$ cat src/nvss_map.svh
// constants for the nonvolatile save/restore host sequencer
// Function
// [RULE1] save starts after reads 0000,1555,0AAA,1FFF,10F0,0F0F in that order
// [RULE2] restore starts after same five reads then 0F0E
// [RULE3] device aborts a partial sequence when another access intervenes
// [RULE4] after sixth save address device is disabled until save finishes
// [RULE5] host uses reads only for every step of a sequence
// [RULE6] sequence is valid whether or not output enable is asserted
// [RULE7] after save duration device accepts reads and writes again
// [RULE8] save erases nonvolatile contents then programs all cells in parallel
// [RULE9] restore clears SRAM first, then copies nonvolatile contents in
// [RULE10] restore leaves nonvolatile contents intact; unlimited restores allowed
// [RULE11] device restores automatically when supply rises above switch threshold
// [RULE12] no SRAM access until restore duration after threshold crossing
// [RULE13] host keeps write strobe inactive when power-up restore ends
// [RULE14] device refuses software save while supply below switch threshold
// [RULE15] host holds write strobe high during all six sequence reads
// [RULE16] each step is a chip-select strobed read; toggle select per address
// [RULE17] host never issues reserved test sequence ending in 139C
// [RULE18] detector returns idle after sequence; restarts only on fresh 0000 read
// [RULE19] save and restore durations are parameters; busy held for the whole
`ifndef NVSS_MAP_SVH
`define NVSS_MAP_SVH
`define NVSS_ADDR_W 13
`define NVSS_DATA_W 8
`define NVSS_SEQ_A0 13'h0000
`define NVSS_SEQ_A1 13'h1555
`define NVSS_SEQ_A2 13'h0aaa
`define NVSS_SEQ_A3 13'h1fff
`define NVSS_SEQ_A4 13'h10f0
`define NVSS_SEQ_SAVE 13'h0f0f
`define NVSS_SEQ_RESTORE 13'h0f0e
`define NVSS_CLK_NS 25
// strobe phase times in ns, chip select low pulse at least 45 ns
`define NVSS_SETUP_NS 25
// three cycles low: read data needs two sync flops before it is captured
`define NVSS_PULSE_NS 75
`define NVSS_HOLD_NS 25
`define NVSS_CYC(ns) (((ns) + `NVSS_CLK_NS - 1) / `NVSS_CLK_NS)
`define NVSS_SETUP_CYC `NVSS_CYC(`NVSS_SETUP_NS)
`define NVSS_PULSE_CYC `NVSS_CYC(`NVSS_PULSE_NS)
`define NVSS_HOLD_CYC `NVSS_CYC(`NVSS_HOLD_NS)
// save_duration 10 ms, powerup_restore_duration 20 us
`define NVSS_SAVE_US 10000
`define NVSS_RESTORE_US 20
`define NVSS_SAVE_CYC (`NVSS_SAVE_US * 1000 / `NVSS_CLK_NS)
`define NVSS_RESTORE_CYC (`NVSS_RESTORE_US * 1000 / `NVSS_CLK_NS)
`define NVSS_TIMER_W 20
`endif

$ cat src/nvss_pkg.sv
// types for the nonvolatile save/restore host sequencer
`include "nvss_map.svh"
package nvss_pkg;
   typedef enum logic [1:0] {
      nvss_cmd_read,
      nvss_cmd_write,
      nvss_cmd_save,
      nvss_cmd_restore
   } nvss_cmd_t;

   typedef struct packed {
      nvss_cmd_t cmd;
      logic [`NVSS_ADDR_W-1:0] addr;
      logic [`NVSS_DATA_W-1:0] wdata;
   } nvss_req_t;

   typedef struct packed {
      logic chip_en_n;
      logic write_en_n;
      logic out_en_n;
      logic [`NVSS_ADDR_W-1:0] address_lines;
      logic [`NVSS_DATA_W-1:0] data_out;
      logic data_oe;
   } nvss_pins_t;

   typedef enum {
      nvss_st_powerup,
      nvss_st_idle,
      nvss_st_setup,
      nvss_st_pulse,
      nvss_st_hold,
      nvss_st_busy
   } nvss_state_t;

   typedef struct packed {
      nvss_state_t state;
      nvss_req_t req;
      logic [2:0] step;
      logic [`NVSS_TIMER_W-1:0] timer;
      logic rdata_valid;
      logic [`NVSS_DATA_W-1:0] rdata;
      logic was_save;
      logic save_refused;
      nvss_pins_t pins;
   } nvss_host_state_t;

   typedef struct packed {
      logic [`NVSS_TIMER_W-1:0] count;
      logic done;
   } nvss_delay_state_t;
endpackage

$ cat src/nvss_delay.sv
// one-shot busy timer for save and restore durations
`include "nvss_map.svh"
module nvss_delay (
   input wire logic clk_sys,
   input wire logic rst_n,
   input wire logic start,
   input wire logic [`NVSS_TIMER_W-1:0] cycles,
   output logic done
);
   nvss_pkg::nvss_delay_state_t st_reg;
   nvss_pkg::nvss_delay_state_t st_next;

   always_comb begin
      st_next = st_reg;
      st_next.done = 1'b0;
      if (start) begin
         st_next.count = cycles;
      end else if (st_reg.count != '0) begin
         st_next.count = st_reg.count - 1'b1;
         if (st_reg.count == `NVSS_TIMER_W'(1)) begin
            st_next.done = 1'b1;
         end
      end
   end

   always_ff @(posedge clk_sys) begin
      if (!rst_n) begin
         st_reg <= '0;
      end else begin
         st_reg <= st_next;
      end
   end

   assign done = st_reg.done;
endmodule

$ cat src/nvss_host.sv
// host controller driving the nonvolatile sram pins, incl. save/restore sequences
`include "nvss_map.svh"
module nvss_host #(
   parameter logic [`NVSS_TIMER_W-1:0] SAVE_CYCLES = `NVSS_TIMER_W'(`NVSS_SAVE_CYC),
   parameter logic [`NVSS_TIMER_W-1:0] RESTORE_CYCLES = `NVSS_TIMER_W'(`NVSS_RESTORE_CYC)
) (
   input wire logic clk_sys,
   input wire logic rst_n,
   input wire logic supply_ok,
   input wire logic req_valid,
   output logic req_ready,
   input wire nvss_pkg::nvss_req_t req,
   output logic rdata_valid,
   output logic [`NVSS_DATA_W-1:0] rdata,
   output logic busy,
   output logic save_refused,
   output logic chip_en_n,
   output logic write_en_n,
   output logic out_en_n,
   output logic [`NVSS_ADDR_W-1:0] address_lines,
   output logic [`NVSS_DATA_W-1:0] data_lines_o,
   output logic data_lines_oe,
   input wire logic [`NVSS_DATA_W-1:0] data_lines_i
);
   nvss_pkg::nvss_host_state_t st_reg;
   nvss_pkg::nvss_host_state_t st_next;
   logic supply_meta_reg;
   logic supply_sync_reg;
   logic supply_prev_reg;
   logic [`NVSS_DATA_W-1:0] din_meta_reg;
   logic [`NVSS_DATA_W-1:0] din_sync_reg;
   logic tmr_start;
   logic [`NVSS_TIMER_W-1:0] tmr_cycles;
   logic tmr_done;

   // pins from outside the clock domain pass two flops first
   always_ff @(posedge clk_sys) begin
      if (!rst_n) begin
         supply_meta_reg <= 1'b0;
         supply_sync_reg <= 1'b0;
         supply_prev_reg <= 1'b0;
         din_meta_reg <= '0;
         din_sync_reg <= '0;
      end else begin
         supply_meta_reg <= supply_ok;
         supply_sync_reg <= supply_meta_reg;
         supply_prev_reg <= supply_sync_reg;
         din_meta_reg <= data_lines_i;
         din_sync_reg <= din_meta_reg;
      end
   end

   nvss_delay u_delay (
      .clk_sys(clk_sys),
      .rst_n(rst_n),
      .start(tmr_start),
      .cycles(tmr_cycles),
      .done(tmr_done)
   );

   function automatic logic [`NVSS_ADDR_W-1:0] seq_addr(input logic [2:0] step,
                                                       input nvss_pkg::nvss_cmd_t cmd);
      case (step)
         3'h0: seq_addr = `NVSS_SEQ_A0;
         3'h1: seq_addr = `NVSS_SEQ_A1;
         3'h2: seq_addr = `NVSS_SEQ_A2;
         3'h3: seq_addr = `NVSS_SEQ_A3;
         3'h4: seq_addr = `NVSS_SEQ_A4;
         default: seq_addr = (cmd == nvss_pkg::nvss_cmd_save) ?
            `NVSS_SEQ_SAVE : `NVSS_SEQ_RESTORE; // see [RULE1] see [RULE2] see [RULE17]
      endcase
   endfunction

   always_comb begin
      st_next = st_reg;
      st_next.rdata_valid = 1'b0;
      tmr_start = 1'b0;
      tmr_cycles = RESTORE_CYCLES;
      case (st_reg.state)
         nvss_pkg::nvss_st_powerup: begin
            // device restores by itself; wait its full duration before any access
            if (supply_sync_reg && !supply_prev_reg) begin
               tmr_start = 1'b1; // see [RULE11] see [RULE12] see [RULE19]
               tmr_cycles = RESTORE_CYCLES;
            end
            if (tmr_done && supply_sync_reg) begin
               st_next.state = nvss_pkg::nvss_st_idle; // see [RULE12]
            end
         end
         nvss_pkg::nvss_st_idle: begin
            if (req_valid && supply_sync_reg) begin
               st_next.req = req;
               st_next.step = 3'h0;
               st_next.was_save = (req.cmd == nvss_pkg::nvss_cmd_save);
               if (req.cmd == nvss_pkg::nvss_cmd_save && !supply_sync_reg) begin
                  st_next.save_refused = 1'b1; // see [RULE14]
               end else begin
                  st_next.save_refused = 1'b0;
                  st_next.state = nvss_pkg::nvss_st_setup;
                  st_next.timer = `NVSS_TIMER_W'(`NVSS_SETUP_CYC);
               end
            end
         end
         nvss_pkg::nvss_st_setup: begin
            // address set on the same clock edge that chip select falls
            if (st_reg.req.cmd == nvss_pkg::nvss_cmd_save ||
                st_reg.req.cmd == nvss_pkg::nvss_cmd_restore) begin
               st_next.pins.address_lines = seq_addr(st_reg.step, st_reg.req.cmd);
               st_next.pins.write_en_n = 1'b1; // see [RULE5] see [RULE15]
               st_next.pins.out_en_n = 1'b1; // see [RULE6]
               st_next.pins.data_oe = 1'b0;
            end else begin
               st_next.pins.address_lines = st_reg.req.addr;
               st_next.pins.out_en_n = (st_reg.req.cmd == nvss_pkg::nvss_cmd_write);
               st_next.pins.data_out = st_reg.req.wdata;
               st_next.pins.data_oe = (st_reg.req.cmd == nvss_pkg::nvss_cmd_write);
               st_next.pins.write_en_n = 1'b1;
            end
            st_next.timer = st_reg.timer - 1'b1;
            if (st_reg.timer <= `NVSS_TIMER_W'(1)) begin
               st_next.state = nvss_pkg::nvss_st_pulse;
               st_next.timer = `NVSS_TIMER_W'(`NVSS_PULSE_CYC);
               st_next.pins.chip_en_n = 1'b0; // see [RULE16]
               st_next.pins.write_en_n = (st_reg.req.cmd != nvss_pkg::nvss_cmd_write);
            end
         end
         nvss_pkg::nvss_st_pulse: begin
            st_next.timer = st_reg.timer - 1'b1;
            if (st_reg.timer <= `NVSS_TIMER_W'(1)) begin
               st_next.pins.chip_en_n = 1'b1; // see [RULE16]
               st_next.pins.write_en_n = 1'b1;
               st_next.pins.out_en_n = 1'b1;
               st_next.state = nvss_pkg::nvss_st_hold;
               st_next.timer = `NVSS_TIMER_W'(`NVSS_HOLD_CYC);
               if (st_reg.req.cmd == nvss_pkg::nvss_cmd_read) begin
                  st_next.rdata = din_sync_reg;
                  st_next.rdata_valid = 1'b1;
               end
            end
         end
         nvss_pkg::nvss_st_hold: begin
            st_next.timer = st_reg.timer - 1'b1;
            if (st_reg.timer <= `NVSS_TIMER_W'(1)) begin
               st_next.pins.data_oe = 1'b0;
               if ((st_reg.req.cmd == nvss_pkg::nvss_cmd_save ||
                    st_reg.req.cmd == nvss_pkg::nvss_cmd_restore) && st_reg.step != 3'h5) begin
                  // no other access may slip in between the six reads
                  st_next.step = st_reg.step + 3'h1; // see [RULE3] see [RULE18]
                  st_next.state = nvss_pkg::nvss_st_setup;
                  st_next.timer = `NVSS_TIMER_W'(`NVSS_SETUP_CYC);
               end else if (st_reg.req.cmd == nvss_pkg::nvss_cmd_save ||
                            st_reg.req.cmd == nvss_pkg::nvss_cmd_restore) begin
                  // device ignores all pins while busy
                  st_next.state = nvss_pkg::nvss_st_busy; // see [RULE4] see [RULE8] see [RULE9]
                  tmr_start = 1'b1;
                  tmr_cycles = st_reg.was_save ? SAVE_CYCLES : RESTORE_CYCLES; // see [RULE19]
               end else begin
                  st_next.state = nvss_pkg::nvss_st_idle;
               end
            end
         end
         nvss_pkg::nvss_st_busy: begin
            if (tmr_done) begin
               st_next.state = nvss_pkg::nvss_st_idle; // see [RULE7] see [RULE10]
            end
         end
         default: st_next.state = nvss_pkg::nvss_st_powerup;
      endcase
      if (!supply_sync_reg) begin
         // power loss forces a fresh power-up restore wait
         // placed last so no strobe started this cycle reaches an unpowered device
         st_next.state = nvss_pkg::nvss_st_powerup;
         st_next.pins.chip_en_n = 1'b1;
         st_next.pins.write_en_n = 1'b1; // see [RULE13]
         st_next.pins.out_en_n = 1'b1;
         st_next.pins.data_oe = 1'b0;
      end
   end

   always_ff @(posedge clk_sys) begin
      if (!rst_n) begin
         st_reg <= '0;
         st_reg.state <= nvss_pkg::nvss_st_powerup;
         st_reg.pins.chip_en_n <= 1'b1;
         st_reg.pins.write_en_n <= 1'b1;
         st_reg.pins.out_en_n <= 1'b1;
      end else begin
         st_reg <= st_next;
      end
   end

   // a save at low supply is never taken since req_ready stays low; save_refused never sets
   assign req_ready = (st_reg.state == nvss_pkg::nvss_st_idle) && supply_sync_reg;
   assign rdata_valid = st_reg.rdata_valid;
   assign rdata = st_reg.rdata;
   assign busy = (st_reg.state != nvss_pkg::nvss_st_idle);
   assign save_refused = st_reg.save_refused;
   assign chip_en_n = st_reg.pins.chip_en_n;
   assign write_en_n = st_reg.pins.write_en_n;
   assign out_en_n = st_reg.pins.out_en_n;
   assign address_lines = st_reg.pins.address_lines;
   assign data_lines_o = st_reg.pins.data_out;
   assign data_lines_oe = st_reg.pins.data_oe;
endmodule

$ cat config.mk
export PLATFORM = sky130hd
export DESIGN_NAME = nvss_host
export DESIGN_NICKNAME = d
export VERILOG_FILES = /design/src/nvss_pkg.sv /design/src/nvss_delay.sv /design/src/nvss_host.sv
export VERILOG_INCLUDE_DIRS = /design/src
export SDC_FILE = /design/constraint.sdc
export NUM_CORES = 1
export LEC_CHECK = 0
export ABC_CLOCK_PERIOD_IN_PS = 7200
export BUFFER_PORTS_ARGS = -buffer_cell sky130_fd_sc_hd__buf_4
export CAP_MARGIN = 20
export CORE_ASPECT_RATIO = 0.6
export CORE_MARGIN = 3
export CORE_UTILIZATION = 31
export CTS_BUF_LIST = sky130_fd_sc_hd__clkbuf_4 sky130_fd_sc_hd__clkbuf_8 sky130_fd_sc_hd__clkbuf_16
export CTS_CLUSTER_DIAMETER = 50
export DETAILED_ROUTE_END_ITERATION = 6
export GPL_ROUTABILITY_DRIVEN = 0
export PLACE_DENSITY_LB_ADDON = 0.2
export SYNTH_ARGS = -nofsm -noshare
export SYNTH_HDL_FRONTEND = slang
export SYNTH_HIERARCHICAL = 1
export SYNTH_SLANG_ARGS = --single-unit
$ cat constraint.sdc
create_clock -name clk_sys -period 7.2 [get_ports clk_sys]
set_clock_uncertainty 0.1 [all_clocks]
set_input_delay 1.44 -clock clk_sys [delete_from_list [all_inputs] [get_ports clk_sys]]
set_output_delay 1.44 -clock clk_sys [all_outputs]
set_load 0.01 [all_outputs]
* Yosys cells after proc, flatten, opt, wreduce, memory -nomap -nowiden
Cells that the tools add are included.
** Storage, ports and cells
- Input port bits :: 35
- Register bits after elaboration :: 154
- Memory bits (writable) :: 0
- Bits in latches :: 0
- ROM bits :: 0
- Memories :: 0
- Output and inout bits :: 37
- Word-level logic and storage cells :: 127
** Cells by class
- Div/mod/pow operators :: 0
- Multipliers :: 0
- Equal/unequal tests :: 26
- Bitwise gates (word level) :: 3
- Shift-type cells :: 0
- Muxes and demuxes :: 41
- Add/sub/neg operators :: 3
- Magnitude comparators :: 1
- Reduce and logical (&&, ||, !) cells :: 30
** Operator list (count)
- $mux W32 :: 7
- $pmux W32 S6 :: 1
- $eq A32 B2 Y1 const B :: 3
- $mux W19 :: 5
- $pmux W20 S4 :: 1
- $mux W78 :: 1
- $pmux W13 S5 :: 1
- $eq A32 B3 Y1 const B :: 2
- $mux W20 :: 3
- $mux W23 :: 2
- $sub A20 B1 Y20 const B :: 2
- $eq A32 B1 Y1 const B :: 1
- $logic_not A32 Y1 :: 1
- $ne A32 B2 Y1 const B :: 1
- $mux W29 :: 1
- $mux W21 :: 1
- $eq A20 B1 Y1 const B :: 1
- $le A20 B1 Y1 const B :: 1
- $reduce_bool A20 Y1 :: 1
- $mux W14 :: 1
- $ne A2 B2 Y1 const B :: 7
- $pmux W3 S2 :: 2
- $reduce_and A3 Y1 :: 4
- $reduce_and A2 Y1 :: 5
- 24 further kinds :: 49

* Longest topological paths before layout
- Depth after elaboration :: 7
- Gate-level depth with buffers :: 13
- Mapped depth without buffers :: 10

* Modules after synthesis
Netlist, hierarchy kept.
** Modules (own cells, without submodules)
- nvss_host :: area each 4450.5 µm², seq. area each 2082.0 µm², cells an instance 525, instances 1
- nvss_delay :: area each 1198.6 µm², seq. area each 420.4 µm², cells an instance 143, instances 1

* Least setup slack after synthesis
No wires, ideal clock.
- Path kind :: input to register
- Start point :: input req_valid
- End point :: register st_reg[56] (netlist name)
- Cell stages on the path :: 4
- Arrival time :: 2510 ps
- Library setup time :: 117 ps
- Required time :: 6983 ps
- Buffers on the path :: 0
- Path slack :: 4473 ps
- Cells stage by stage :: nand4b_1 -> nor3_1 -> o22ai_1 -> a32o_1
** Between the ends
- Cells in the longest elaborated chain, start to end :: 3
** Ends and longest elaborated chain
- start, declared :: RTL line nvss_host.sv:10 : input wire logic req_valid,
- $logic_and A1 B1 Y1 :: RTL line nvss_host.sv:91 : if (req_valid && supply_sync_reg) begin
- $ne A2 B2 Y1 (no source line)
- $reduce_and A4 Y1 (no source line)
- end signal, assigned :: RTL line nvss_host.sv:188 : st_reg <= st_next;
- end, declared :: RTL line nvss_host.sv:25 : nvss_pkg::nvss_host_state_t st_reg;
No other way between the ends.
A chain may end at the register's enable or synchronous reset.

* Final worst setup path
- Start point :: register st_reg[40] (netlist name)
- End point :: register u_delay/st_reg[20] (netlist name)
** Between the ends
- Cells in the longest elaborated chain, start to end :: 4
- Elaborated cells between the ends (all ways) :: 5
- Those cells by class :: order compare (1); mux (3); reduce/logical (1)
** Ends and longest elaborated chain
- $le A20 B1 Y1 (*) :: RTL line nvss_host.sv:143 : if (st_reg.timer <= `NVSS_TIMER_W'(1)) begin
- $mux W1 (*) :: RTL line nvss_host.sv:143
- $pmux W1 S2 (*) :: RTL line nvss_host.sv:79 : case (st_reg.state)
- named net tmr_start :: RTL line nvss_host.sv:32 : logic tmr_start;
- $mux W20 / $reduce_bool A2 Y1 (equally long branches)
- end signal, assigned :: RTL line nvss_delay.sv:30 : st_reg <= st_next;
- end, declared :: RTL line nvss_delay.sv:10 : nvss_pkg::nvss_delay_state_t st_reg;
The timed path passes the listed nets; every way through them passes the cells marked *.

==> reports/metrics.cfg <==
[sta]
rsz0062_at_grt = false
fin_setup_tns_ps = 0
period_share_pct = 48.26
relSlewSlack_pct = 35.80
finalSetupViolations = 0
slew_viol_final = 0
fin_crit_ps = 3475
hold_viol = 0
fmax_mhz = 287.8
tightestPinTransition_ps = 961.0

[finish]
fin_cells = 956
largest_reg_flops = 50
layout-drive-gt1-share_pct = 18.14
area_growth_pct = 20.42
finish.utilization_pct = 38.87
n_antenna_cell = 0
final_area_mm2 = 0.006803
layout.nets = 754

[place]
dp_hpwl_mm = 9.738
placed_cell_area_mm2 = 0.006185
dp.cells = 922
portBuffers = 71

[run]
drv_cap = 0

[drt]
vias = 4624
routedWlPerCell_um = 14.67
ant_nets = 0
drtIter0Drc = 212
wirelength_mm = 14.03
drt_first_pass_iters = 4
routed_via_density = 4.837
drc_errors = 0

[synthesis]
ys.flop_type = dfxtp_1
yosysUniqueCellTypes = 66
syn-instance-count = 668
synth_edf_count = 0
syn_avg_cell_area_um2 = 8.457
async_flop_share_pct = 0
synth_area_mm2 = 0.005649
ys_seq_area_share_pct = 44.30
ys_ff_latch = 125
yosysWarningCount = 6

[setup_path]
start_kind = flip-flop
cp-end-kind = flip-flop
cp_max_fo = 25
r2r_start = st_reg[40]
r2r_end = u_delay/st_reg[20]
reg2reg_slack_ps = 3730
rr_worst_depth = 9
endpoint = u_delay/st_reg[20]
critPathKind = reg2reg
cp.required_ps = 7380
crit_arrival_ps = 3660
startpoint = st_reg[40]

[clock_tree]
ctsResizeCount = 0
clockBufferDepth = 2
hold_buffers = 0
insertion_delay_ps = 410
cts_buffers = 17
cts_tree = done
cts.clk_slew.worst_paths_ps = 60
cts_root_buffer = clkbuf_16
cts.sinks = 125
post-cts-setup-buffer-count = 0
cts_max_level = 4

[global_routing]
antenna_found_initial = 0
grt_overflow = 0
grt_max_degree = 61
grt_use_total_pct = 14.21
grt_pass1_vias = 4442
grt_pass1_wl_mm = 23.05

[status]
outcome = finished, final reports clean

[floorplanning]
row_count = 37
ios = 72
die_y_um = 110.6
start_util_pct = 32.28
die_w_um = 180.3
core_area_mm2 = 0.01750
die_area_mm2 = 0.01993

[power]
powerDensity_mw_per_mm2 = 305.7
leakage_nw = 2.634
fin_total_pwr_mw = 2.079
max-vdd-ir-drop_v = 0.0001535

[min_path]
hold_class = reg2reg
holdPathStages = 1

==> Yosys cell counts, drive strengths merged, types with 3 or more instances <==
cell type	number	area, um^2
a21oi	59	295.3
a22oi	6	45.04
a31oi	8	56.30
and2	31	193.9
and3	6	37.54
buf	36	259.0
clkbuf	30	112.6
dfxtp	125	2502
ha	10	125.1
inv	12	45.04
nand2	114	427.9
nand2b	5	31.28
nand3	26	130.1
nand3b	3	22.52
nand4	4	31.28
nor2	38	142.6
nor3	15	86.34
nor3b	13	102.6
nor4	9	92.59
o21ai	28	155.2
o31ai	12	90.09
or3	5	36.28
or4	7	60.06
xnor2	15	131.4
xor2	13	113.9
==> stage by stage <==
step           setup WS [ps]  hold slack (ps)
6_report                3725            332.6
3_3_place_gp            3681            312.9
4_1_cts                 3740            335.0
3_5_place_dp            3635            319.0
5_1_grt                 3433            340.8
2_1_floorplan           4473            311.9
==> layout make-up <==
cell class | count | area, um^2
inverter | 12 | 45.04
fill | 1796 | 10700
clock buffer | 18 | 439.2
sequential | 125 | 2502
timing repair buffer | 77 | 595.6
multi-input combinational | 476 | 2781
tap | 234 | 292.8
clock inverter | 14 | 146.4
==> layer usage <==
layer / share of wire (%) / global-route usage [%] / vias up
met5: 0 / 0 / -
met4: 0.92 / 4.599 / 0
met3: 4.7 / 3.325 / 8
met2: 42 / 20.48 / 102
met1: 53 / 20.79 / 2163
li1: - / - / 2351
==> where the power goes <==
group          leakage [nW]  switching, mW  internal, mW
clock network         0.283          0.350         0.498
registers              1.01         0.0572         0.748
logic                  1.34          0.226         0.200
==> worst min path at each step <==
stage / start / to / slack (ps)
after global routing: din_meta_reg[0] / din_sync_reg[0] / 340
final: din_meta_reg[0] / din_sync_reg[0] / 330
after floorplan: din_meta_reg[0] / din_sync_reg[0] / 310
after detailed placement: din_meta_reg[0] / din_sync_reg[0] / 320
after CTS: din_meta_reg[6] / din_sync_reg[6] / 340
after global placement: din_meta_reg[4] / din_sync_reg[4] / 310
==> worst max-delay path, cell delays in order, from the launching register on <==
cell and delay (ps):
dfxtp_1 360, or4_1 630, nor4_4 680, and2_1 400, a31oi_1 150, nor3_2 130, buf_4 290, nand2b_1 210
or2_1 260, o21ai_0 130
==> logic make-up after synthesis <==
family / synth area share (%)
and+or+nand+nor: 26.02
AOI/OAI and AO/OA: 14.86
muxes: 0.7530
xor gates and xnor gates: 4.341
buffers and inverters: 7.375
adders and majority gates: 2.215
other: 0.1329
DFF: 44.30
==> cell usage in the layout, fill, tap and decap left out, drive strengths merged, types with 12 or more instances in the layout <==
| master | n |
|---|---|
| nor3 | 15 |
| nor3b | 13 |
| xor2 | 13 |
| a21oi | 59 |
| conb | 13 |
| o21ai | 28 |
| nand3 | 26 |
| xnor2 | 15 |
| dfxtp | 125 |
| buf | 77 |
| o31ai | 12 |
| inv | 21 |
| nand2 | 114 |
| nor2 | 38 |
| clkbuf | 18 |
| and2 | 31 |
Power figures use the tool's default switching activity.
